==> src/otpm_pkg.sv <==
// Shared constants and types for the memory manual command and status block.
// Assumes a 20 MHz system clock and a simple internal register port.
package otpm_pkg;

  // ----------------------------------------------------------------------
  // Clock and timing
  // ----------------------------------------------------------------------
  localparam int unsigned CLK_PERIOD_NS    = 50;
  localparam int unsigned CLK_MHZ          = 20;
  localparam int unsigned MON_PERIOD_US    = 1024;
  localparam int unsigned MON_TICK_CYCLES  = MON_PERIOD_US * CLK_MHZ;
  // Phase times of the macro sequence, least times, rounded up to cycles
  localparam int unsigned PWRUP_SETTLE_NS  = 1000;
  localparam int unsigned RESET_SETTLE_NS  = 500;
  localparam int unsigned SETUP_NS         = 100;
  localparam int unsigned PULSE_NS         = 1000;
  localparam int unsigned HOLD_NS          = 100;
  localparam int unsigned RECOVERY_NS      = 200;
  localparam int unsigned PWRUP_SETTLE_CYC =
    (PWRUP_SETTLE_NS + CLK_PERIOD_NS - 1) / CLK_PERIOD_NS;
  localparam int unsigned RESET_SETTLE_CYC =
    (RESET_SETTLE_NS + CLK_PERIOD_NS - 1) / CLK_PERIOD_NS;
  localparam int unsigned SETUP_CYC        =
    (SETUP_NS + CLK_PERIOD_NS - 1) / CLK_PERIOD_NS;
  localparam int unsigned PULSE_CYC        =
    (PULSE_NS + CLK_PERIOD_NS - 1) / CLK_PERIOD_NS;
  localparam int unsigned HOLD_CYC         =
    (HOLD_NS + CLK_PERIOD_NS - 1) / CLK_PERIOD_NS;
  localparam int unsigned RECOVERY_CYC     =
    (RECOVERY_NS + CLK_PERIOD_NS - 1) / CLK_PERIOD_NS;

  // ----------------------------------------------------------------------
  // Register offsets
  // ----------------------------------------------------------------------
  localparam logic [3:0] LAUNCH_OFS = 4'h0;
  localparam logic [3:0] LIMIT_OFS  = 4'h1;
  localparam logic [3:0] EVENT_OFS  = 4'h2;
  localparam logic [3:0] STATUS_OFS = 4'h3;

  // ----------------------------------------------------------------------
  // Field positions and reset values
  // ----------------------------------------------------------------------
  localparam int unsigned LAUNCH_BIT     = 0;
  localparam int unsigned LIMIT_W        = 14;
  localparam logic [13:0] LIMIT_RST      = 14'h03d0;
  localparam int unsigned EV_DONE_BIT    = 7;
  localparam int unsigned EV_STATUS_BIT  = 6;
  localparam int unsigned EV_PUMP_BIT    = 5;
  localparam int unsigned EV_ASSIST_BIT  = 3;
  localparam int unsigned EV_EMPTY_BIT   = 2;
  localparam int unsigned EV_BOOT_BIT    = 1;
  localparam int unsigned EV_CRC_BIT     = 0;
  localparam logic [7:0]  EVENT_RST      = 8'h00;
  localparam int unsigned ST_BUSY_BIT    = 7;
  localparam int unsigned ST_STATUS_BIT  = 6;
  localparam int unsigned ST_PUMP_BIT    = 5;
  localparam int unsigned ST_PWRUP_BIT   = 4;

  // ----------------------------------------------------------------------
  // Controller state codes as shown in the status register
  // ----------------------------------------------------------------------
  localparam logic [2:0] CODE_RESET    = 3'h0;
  localparam logic [2:0] CODE_PWRUP    = 3'h1;
  localparam logic [2:0] CODE_RSTSET   = 3'h2;
  localparam logic [2:0] CODE_IDLE     = 3'h4;
  localparam logic [2:0] CODE_SETUP    = 3'h5;
  localparam logic [2:0] CODE_PULSE    = 3'h7;
  localparam logic [2:0] CODE_HOLD     = 3'h3;
  localparam logic [2:0] CODE_RECOVERY = 3'h6;

  typedef enum logic [2:0] {
    ST_RESET, ST_POWERUP_SETTLE, ST_RESET_SETTLE, ST_IDLE,
    ST_SETUP, ST_PULSE, ST_HOLD, ST_RECOVERY
  } otpm_state_t;

  // ----------------------------------------------------------------------
  // Carriers
  // ----------------------------------------------------------------------
  typedef struct packed {
    logic macroStatus;
    logic pumpMonitorSignal;
    logic macroPowerUp;
  } otpm_pins_t;

  typedef struct packed {
    logic assistFail;
    logic configEmpty;
    logic bootLoadFail;
    logic bootCrcError;
  } otpm_events_t;

  typedef struct packed {
    logic [3:0] addr;
    logic       wr;
    logic       rd;
    logic [15:0] wdata;
  } otpm_regreq_t;

endpackage

==> src/otpm_manual_command_status.sv <==
// Manual command launch, pump timeout monitor, sticky events and status
// of the one-time-programmable memory controller.
// Assumes the serial port core issues single-cycle register requests on
// clk, and that the macro pins arrive unsynchronised.
`timescale 1ns/1ps

// Notes on behaviour
// - Writing launch one starts manual command
// - Launch bit always reads back zero
// - Access lock blocks a launch from idle; a command already running completes
// - Limit counts 1024 us monitor periods
// - Limit resets to default 0x3d0
// - Done flag bit 7 on completion
// - Bit 6 latches high macro status
// - Bit 5 set on pump timeout
// - Pump error uncleared while condition stays
// - Bit 3 set on assist failure
// - Bit 2 set on empty image load
// - Bit 1 set on boot load failure
// - Bit 0 set on boot CRC error
// - Event flags clear by writing one
// - Busy bit 7 high during request
// - Bits 6..4 show live macro pins
// - State code follows fixed encoding
module otpm_manual_command_status #(
  parameter int unsigned MonTickCycles = otpm_pkg::MON_TICK_CYCLES
) (
  // Clock and reset
  input  wire logic                    clk,
  input  wire logic                    reset,
  // Register port
  input  wire otpm_pkg::otpm_regreq_t  regReq,
  output      logic [15:0]             regRdata_r,
  // Macro pins and lock
  input  wire otpm_pkg::otpm_pins_t    macroPins,
  input  wire logic                    accessLock,
  // Events from loader and command datapath
  input  wire otpm_pkg::otpm_events_t  events,
  // Sequence outputs
  output      logic                    cmdStart_r,
  output      logic                    macroPulse_r,
  output      logic                    manualBusy_r
);
  import otpm_pkg::*;

  // ----------------------------------------------------------------------
  // Helpers
  // ----------------------------------------------------------------------
  function automatic logic hitReg(input otpm_regreq_t r,
                                  input logic [3:0] ofs);
    hitReg = (r.addr == ofs);
  endfunction

  function automatic logic [2:0] stateCode(input otpm_state_t s);
    case (s)
      ST_RESET:          stateCode = CODE_RESET;
      ST_POWERUP_SETTLE: stateCode = CODE_PWRUP;
      ST_RESET_SETTLE:   stateCode = CODE_RSTSET;
      ST_IDLE:           stateCode = CODE_IDLE;
      ST_SETUP:          stateCode = CODE_SETUP;
      ST_PULSE:          stateCode = CODE_PULSE;
      ST_HOLD:           stateCode = CODE_HOLD;
      ST_RECOVERY:       stateCode = CODE_RECOVERY;
      default:           stateCode = CODE_RESET;
    endcase
  endfunction

  // ----------------------------------------------------------------------
  // Pin synchronisers
  // ----------------------------------------------------------------------
  // A level is accepted only when the second and third stages agree.
  logic [2:0] pinRaw;
  logic [2:0] sync1_r;
  logic [2:0] sync2_r;
  logic [2:0] sync3_r;
  logic [2:0] pinLevel_r;

  assign pinRaw = macroPins;

  genvar gi;
  generate
    for (gi = 0; gi < 3; gi++) begin : g_sync
      always_ff @(posedge clk) begin
        if (reset) begin
          sync1_r[gi]    <= 1'b0;
          sync2_r[gi]    <= 1'b0;
          sync3_r[gi]    <= 1'b0;
          pinLevel_r[gi] <= 1'b0;
        end else begin
          sync1_r[gi] <= pinRaw[gi];
          sync2_r[gi] <= sync1_r[gi];
          sync3_r[gi] <= sync2_r[gi];
          if (sync2_r[gi] == sync3_r[gi]) begin
            pinLevel_r[gi] <= sync3_r[gi];
          end
        end
      end
    end
  endgenerate

  logic statusLvl;
  logic pumpLvl;
  logic pwrUpLvl;
  assign statusLvl = pinLevel_r[2];
  assign pumpLvl   = pinLevel_r[1];
  assign pwrUpLvl  = pinLevel_r[0];

  // ----------------------------------------------------------------------
  // Register writes
  // ----------------------------------------------------------------------
  // A launch write with bit 0 clear is a no-op
  logic launchWr;
  logic eventWr;
  assign launchWr = regReq.wr && hitReg(regReq, LAUNCH_OFS) &&
                    regReq.wdata[LAUNCH_BIT];
  assign eventWr  = regReq.wr && hitReg(regReq, EVENT_OFS);

  // limit register
  // Bits 15:14 of a limit write are dropped
  logic [LIMIT_W-1:0] limit_r;
  always_ff @(posedge clk) begin
    if (reset) begin
      limit_r <= LIMIT_RST;
    end else if (regReq.wr && hitReg(regReq, LIMIT_OFS)) begin
      limit_r <= regReq.wdata[LIMIT_W-1:0];
    end
  end

  // ----------------------------------------------------------------------
  // Controller sequence
  // ----------------------------------------------------------------------
  otpm_state_t state_r;
  otpm_state_t state_nxt;
  logic [15:0] phaseCnt_r;
  logic        phaseEnd;
  logic [15:0] phaseLen;

  // Phase lengths are least times, so rounding only lengthens them
  always_comb begin
    case (state_r)
      ST_POWERUP_SETTLE: phaseLen = 16'(PWRUP_SETTLE_CYC);
      ST_RESET_SETTLE:   phaseLen = 16'(RESET_SETTLE_CYC);
      ST_SETUP:          phaseLen = 16'(SETUP_CYC);
      ST_PULSE:          phaseLen = 16'(PULSE_CYC);
      ST_HOLD:           phaseLen = 16'(HOLD_CYC);
      ST_RECOVERY:       phaseLen = 16'(RECOVERY_CYC);
      default:           phaseLen = 16'h0001;
    endcase
  end
  assign phaseEnd = (phaseCnt_r + 16'h0001 >= phaseLen);

  // Start-up states hold off launches until the macro reports power-up and both settle times have run
  always_comb begin
    state_nxt = state_r;
    case (state_r)
      ST_RESET:          state_nxt = ST_POWERUP_SETTLE;
      ST_POWERUP_SETTLE: if (phaseEnd && pwrUpLvl) begin
        state_nxt = ST_RESET_SETTLE;
      end
      ST_RESET_SETTLE:   if (phaseEnd) begin
        state_nxt = ST_IDLE;
      end
      // launch only from idle and unlocked
      ST_IDLE:           if (launchWr && !accessLock) begin
        state_nxt = ST_SETUP;
      end
      ST_SETUP:          if (phaseEnd) begin
        state_nxt = ST_PULSE;
      end
      ST_PULSE:          if (phaseEnd) begin
        state_nxt = ST_HOLD;
      end
      ST_HOLD:           if (phaseEnd) begin
        state_nxt = ST_RECOVERY;
      end
      ST_RECOVERY:       if (phaseEnd) begin
        state_nxt = ST_IDLE;
      end
      default:           state_nxt = ST_RESET;
    endcase
  end

  always_ff @(posedge clk) begin
    if (reset) begin
      state_r <= ST_RESET;
    end else begin
      state_r <= state_nxt;
    end
  end

  // Each phase restarts its count, so phase times never carry over
  always_ff @(posedge clk) begin
    if (reset) begin
      phaseCnt_r <= 16'h0000;
    end else if (state_nxt != state_r) begin
      phaseCnt_r <= 16'h0000;
    end else if (!phaseEnd) begin
      phaseCnt_r <= phaseCnt_r + 16'h0001;
    end
  end

  logic doneEvt;
  assign doneEvt = (state_r == ST_RECOVERY) && (state_nxt == ST_IDLE);

  always_ff @(posedge clk) begin
    if (reset) begin
      manualBusy_r <= 1'b0;
    end else begin
      manualBusy_r <= (state_nxt == ST_SETUP) || (state_nxt == ST_PULSE) ||
                      (state_nxt == ST_HOLD) || (state_nxt == ST_RECOVERY);
    end
  end

  // Start strobe is one cycle wide, taken only on the idle exit
  always_ff @(posedge clk) begin
    if (reset) begin
      cmdStart_r <= 1'b0;
    end else begin
      cmdStart_r <= (state_r == ST_IDLE) && (state_nxt == ST_SETUP);
    end
  end

  // Pulse output is taken from the next state so it lines up with it
  always_ff @(posedge clk) begin
    if (reset) begin
      macroPulse_r <= 1'b0;
    end else begin
      macroPulse_r <= (state_nxt == ST_PULSE);
    end
  end

  // ----------------------------------------------------------------------
  // Pump timeout monitor
  // ----------------------------------------------------------------------
  // The tick divider is long, so it is a parameter for short simulations.
  logic [31:0]        tickCnt_r;
  logic [LIMIT_W:0]   periods_r;
  logic               tickEnd;
  logic               pumpTimeout;

  assign tickEnd = (tickCnt_r + 32'h0000_0001 >= 32'(MonTickCycles));

  // Both counters restart whenever the pump leaves its idle condition
  always_ff @(posedge clk) begin
    if (reset || !pumpLvl) begin
      tickCnt_r <= 32'h0000_0000;
    end else if (tickEnd) begin
      tickCnt_r <= 32'h0000_0000;
    end else begin
      tickCnt_r <= tickCnt_r + 32'h0000_0001;
    end
  end

  always_ff @(posedge clk) begin
    if (reset || !pumpLvl) begin
      periods_r <= '0;
    end else if (tickEnd && !periods_r[LIMIT_W]) begin
      periods_r <= periods_r + (LIMIT_W+1)'(1);
    end
  end

  // timeout when idle periods exceed limit
  assign pumpTimeout = pumpLvl && (periods_r > {1'b0, limit_r});

  // ----------------------------------------------------------------------
  // Sticky event flags
  // ----------------------------------------------------------------------
  logic [7:0] event_r;
  logic [7:0] eventSet;
  logic [7:0] eventClr;

  always_comb begin
    eventSet = 8'h00;
    eventSet[EV_DONE_BIT]   = doneEvt;
    eventSet[EV_STATUS_BIT] = statusLvl;
    eventSet[EV_PUMP_BIT]   = pumpTimeout;
    eventSet[EV_ASSIST_BIT] = events.assistFail;
    eventSet[EV_EMPTY_BIT]  = events.configEmpty;
    eventSet[EV_BOOT_BIT]   = events.bootLoadFail;
    eventSet[EV_CRC_BIT]    = events.bootCrcError;
  end

  assign eventClr = eventWr ? regReq.wdata[7:0] : 8'h00;

  // Bit 4 is reserved and always reads zero
  always_ff @(posedge clk) begin
    if (reset) begin
      event_r <= EVENT_RST;
    end else begin
      event_r <= ((event_r & ~eventClr) | eventSet) & 8'hef;
    end
  end

  // ----------------------------------------------------------------------
  // Register reads
  // ----------------------------------------------------------------------
  // Pins are seen through the synchronisers, so reads lag them
  logic [7:0] statusWord;
  always_comb begin
    statusWord = 8'h00;
    statusWord[ST_BUSY_BIT]   = manualBusy_r;
    statusWord[ST_STATUS_BIT] = statusLvl;
    statusWord[ST_PUMP_BIT]   = pumpLvl;
    statusWord[ST_PWRUP_BIT]  = pwrUpLvl;
    statusWord[2:0]           = stateCode(state_r);
  end

  // Unmapped indices and reserved bits read back as zero
  logic [15:0] readWord;
  always_comb begin
    readWord = 16'h0000;
    if (hitReg(regReq, LAUNCH_OFS)) begin
      readWord = 16'h0000;
    end else if (hitReg(regReq, LIMIT_OFS)) begin
      readWord = {2'b00, limit_r};
    end else if (hitReg(regReq, EVENT_OFS)) begin
      readWord = {8'h00, event_r};
    end else if (hitReg(regReq, STATUS_OFS)) begin
      readWord = {8'h00, statusWord};
    end
  end

  always_ff @(posedge clk) begin
    if (reset) begin
      regRdata_r <= 16'h0000;
    end else if (regReq.rd) begin
      regRdata_r <= readWord;
    end
  end

endmodule

==> config.mk <==
export PLATFORM = sky130hd
export DESIGN_NAME = otpm_manual_command_status
export DESIGN_NICKNAME = d
export VERILOG_FILES = /design/src/otpm_pkg.sv /design/src/otpm_manual_command_status.sv
export SDC_FILE = /design/constraint.sdc
export NUM_CORES = 1
export LEC_CHECK = 0
export ABC_AREA = 1
export BUFFER_PORTS_ARGS = -buffer_cell sky130_fd_sc_hd__buf_2
export CORE_MARGIN = 1.5
export CORE_UTILIZATION = 50
export CTS_CLUSTER_SIZE = 25
export DETAILED_ROUTE_END_ITERATION = 10
export HOLD_SLACK_MARGIN = 0.15
export PLACE_DENSITY_LB_ADDON = 0.1
export SLEW_MARGIN = 20
export SYNTH_ARGS = -nofsm -noshare
export SYNTH_HDL_FRONTEND = slang
export SYNTH_SLANG_ARGS = --single-unit
==> constraint.sdc <==
create_clock -name clk -period 3.91 [get_ports clk]
set_input_delay 0.782 -clock clk [delete_from_list [all_inputs] [get_ports clk]]
set_output_delay 0.782 -clock clk [all_outputs]
set_load 0.01 [all_outputs]
==> key figures <==
Setup path
  • Startpoint Class: flip-flop
  • Maximum fanout along the worst path: 21
  • RR Startpoint: phaseCnt_r[0]$_SDFFE_PP0N_
  • Worst Setup SP: phaseCnt_r[0]$_SDFFE_PP0N_
  • R2R Setup Slk: a little over 1000 ps
  • Arr. time, crit path: roughly 3300 ps
  • Worst setup EP type: flip-flop
  • Critical Path RT: ~4300 ps
  • CP most frequent cell: nand2_1
  • Worst path buffer plus inverter count: 0
  • Critical path class: flip-flop to flip-flop
  • Delay-heaviest family, CP: simple AND/OR/NAND/NOR gates
  • Slowest stage delay, CP: 400 ps
  • Crit path cell chain: ha_1 > nand2_1 > nor2_1 > xor2_1 > ha_1 > nand3_1 > nor2_1 > a21oi_2 > nand2_2 > nand2_1 > a21oi_1 > nand2_1 > nand2_1 > nand3_4 > nor2_1
  • Slowest-stage cell, CP: dfxtp_1

Finish
  • # diodes: 0
  • Most common cell after layout, fill and taps aside: nand2_1
  • Fill count: 1,147
  • Area Overhead vs Synth: 16.7%
  • Most frequent cells in the layout: nand2_1 (207), dfxtp_1 (118), inv_1 (117), nor2_1 (101), a21oi_1 (62)
  • Nets: between 900 and 1k
  • Layout cells sized above 1: between 10% and 20%
  • Design area: between 0.007 and 0.008 sq mm

Timing
  • Worst slew pin tran: a little under 700 ps
  • Fin crit share: between 70 and 80%
  • Slew Viols, Final: 0
  • Final Hold Vio Count: 0
  • Final setup viols: 0
  • Tmin final: 2900 ps
  • Fin Clk Skew: 8.08 ps
  • Fmax: 345 MHz
  • Rel. slew slack: a little over half
  • Setup TNS: 0 ps
  • RSZ-0062 raised after global routing: no

CTS
  • Clk sinks: 118
  • TritonCTS Buffers: 17
  • CTS root buffer: clkbuf_16
  • CTS clk-pin slew, worst paths: 60 ps
  • CTS tree: built
  • Maximum root-to-sink buffer count: 2
  • Post-CTS resize count: 0
  • Max H-tree Level: 4
  • CTS Hold Bufs: 0
  • Clk_lat worst skew: 430 ps
  • Post-CTS setup buffer count: 0

Yosys
  • Async SR Flop Fraction: 0%
  • Yosys top cell by area: dfxtp_1
  • Main flop type after synthesis: dfxtp_1
  • Count of cell types in the netlist: 42
  • Synth Register Bits: 118
  • Share of the yosys chip area belonging to registers: about two fifths
  • Syn avg cell area: roughly 7.0 sq um
  • EDFF count, synth: 0
  • Mapped Area: a little over 0.006 sq mm
  • Synth top area share: 38.4%
  • Top cells by area, synth: dfxtp_1 (38%), nand2_1 (13%), inv_1 (7.1%)
  • Syn Inst Count: about 880
  • Yosys warns: 0

Pwr
  • Sequential share of power: around two fifths
  • Comb pwr share: under 10%
  • Maximum vdd drop: ~0.27 mV
  • Power Density: 439 mW/mm^2
  • Pint: about 2400 uW
  • Clock Power Share: ~55%
  • NetSw: ~720 uW
  • Leak pwr: 0.00296 uW
  • Sw frac: 22.8%

Floorplanning
  • Initial core utilization: approximately 51%
  • Height of the die: approximately 110 um
  • Ports: 51
  • Overall die width: about 110 um
  • Core Box Area: between 0.01 and 0.015 sq mm
  • Die footprint: 0.0130 sq mm
  • FP Rows: 40

Route
  • Via count: around 5.4k
  • DRC viols: 0
  • WL/cell: 12.4 um
  • Final wirelength: between 10 and 15 mm
  • First-pass iteration count of the detailed router: 5
  • Vias per inst: a little under 5
  • Post-DRT Antenna Nets: 0
  • DR iter-0 viols: approximately 340

Global route
  • Initial antenna violation count: 0
  • Total Routing Usage GR: 22.3%
  • First-pass GRT wire length: 22.8 mm
  • Total global routing overflow: 0
  • Largest net degree at the start of global routing: 29
  • Vias in the first global route: approximately 4.9k

Placement
  • Final HPWL DP: approximately 10 mm
  • Placed cell area: 0.00653 sq mm
  • Port bufs: 46
  • Final weighted congestion in routability-driven placement: 0.868

Job
  • Max Cap Violations: 0

Outcome
  • Status: finished clean

Min path
  • Worst hold path startpoint: sync1_r[2]$_SDFF_PP0_
  • Worst Hold Class: flip-flop to flip-flop
[worst register-to-register path, delay by kind of cell, from the launching register on]
family | cells | cell delay [ps]
flip-flops | 1 | 400
AO/OA/AOI/OAI | 2 | 280
XOR/XNOR | 1 | 110
AND/OR/NAND/NOR | 10 | 1470
adder cells (fa/ha/maj) | 2 | 590
[sequential cells by signal (all words and copies together), names as in the netlist, 3 cells and up]
register and flops:
regRdata_r 14, sync2_r 3, limit_r 14, tickCnt_r 32, sync3_r 3, sync1_r 3, periods_r 15, state_r 3
event_r 7, statusWord 3, phaseCnt_r 16
[cell type report]
class,count,area (sq um),area share (%)
inverters,122,458,6.37
flip-flops and latches,118,2360,32.9
well taps,147,184,2.56
repair buffers,48,245,3.41
multi-input cells,638,3280,45.6
clock buffers,18,439,6.11
clock inverters,14,221,3.08
[power groups by stage]
| stage | Clock [uW] | Combinational (uW) | Sequential [uW] |
|---|---|---|---|
| after floorplan | 0 | 117 | 1270 |
| after global placement | 0 | 155 | 1270 |
| after detailed placement | 0 | 156 | 1270 |
| after CTS | 1770 | 157 | 1250 |
| after global routing | 1830 | 179 | 1250 |
| final | 1750 | 157 | 1250 |
[metal layers]
metal | track usage, % | routed length [um]
met1 | 29.6 | 6790
met2 | 34.5 | 6040
met3 | 6.27 | 635
met4 | 8.25 | 245
met5 | 0 | 0
[cell families after synthesis]
logic type	synth area share (%)
buffers and inverters	9.53
xor gates and xnor gates	4.84
DFF	38.4
and+or+nand+nor	31.6
AOI/OAI and AO/OA	11.1
other	0.0609
adders and majority gates	4.47
[synth_stat cells, types with 2 or more instances]
master	count
a211oi_1	2
a21oi_1	62
buf_1	2
buf_2	2
buf_4	3
buf_6	3
clkbuf_1	11
clkinv_1	2
dfxtp_1	118
ha_1	22
inv_1	117
inv_2	3
nand2_1	207
nand2_2	5
nand3_1	51
nand3_2	4
nand3b_1	4
nand4_1	13
nor2_1	101
nor2_2	18
nor2_4	4
nor3_1	17
nor3_2	4
nor3b_1	2
nor4_1	3
o211ai_1	5
o21ai_0	43
o21bai_1	2
o22ai_1	7
xnor2_1	10
xor2_1	24
[path summary, 6_finish.rpt]
path                                endpoint  cells past startpoint
setup / recovery  phaseCnt_r[5]$_SDFFE_PP0N_                     15
setup reg to reg  phaseCnt_r[5]$_SDFFE_PP0N_                     15
hold / removal         sync2_r[2]$_SDFF_PP0_                      2
hold reg to reg        sync2_r[2]$_SDFF_PP0_                      2
[metrics by stage]
| step | hold WS (ps) | worst slack (ps) | instances | util [%] | total power (uW) |
|---|---|---|---|---|---|
| global placement | 398 | 1080 | 1073 | 54.3 | 1430 |
| floorplan | 388 | 1600 | 900 | - | 1390 |
| detailed placement | 399 | 1020 | 1073 | 54.3 | 1430 |
| CTS | 409 | 1000 | 1105 | 59.8 | 3170 |
| global route | 440 | 666 | 1105 | 59.8 | 3260 |
| finish | 406 | 1010 | 1105 | 59.8 | 3150 |
Power figures use the tool's default switching activity.
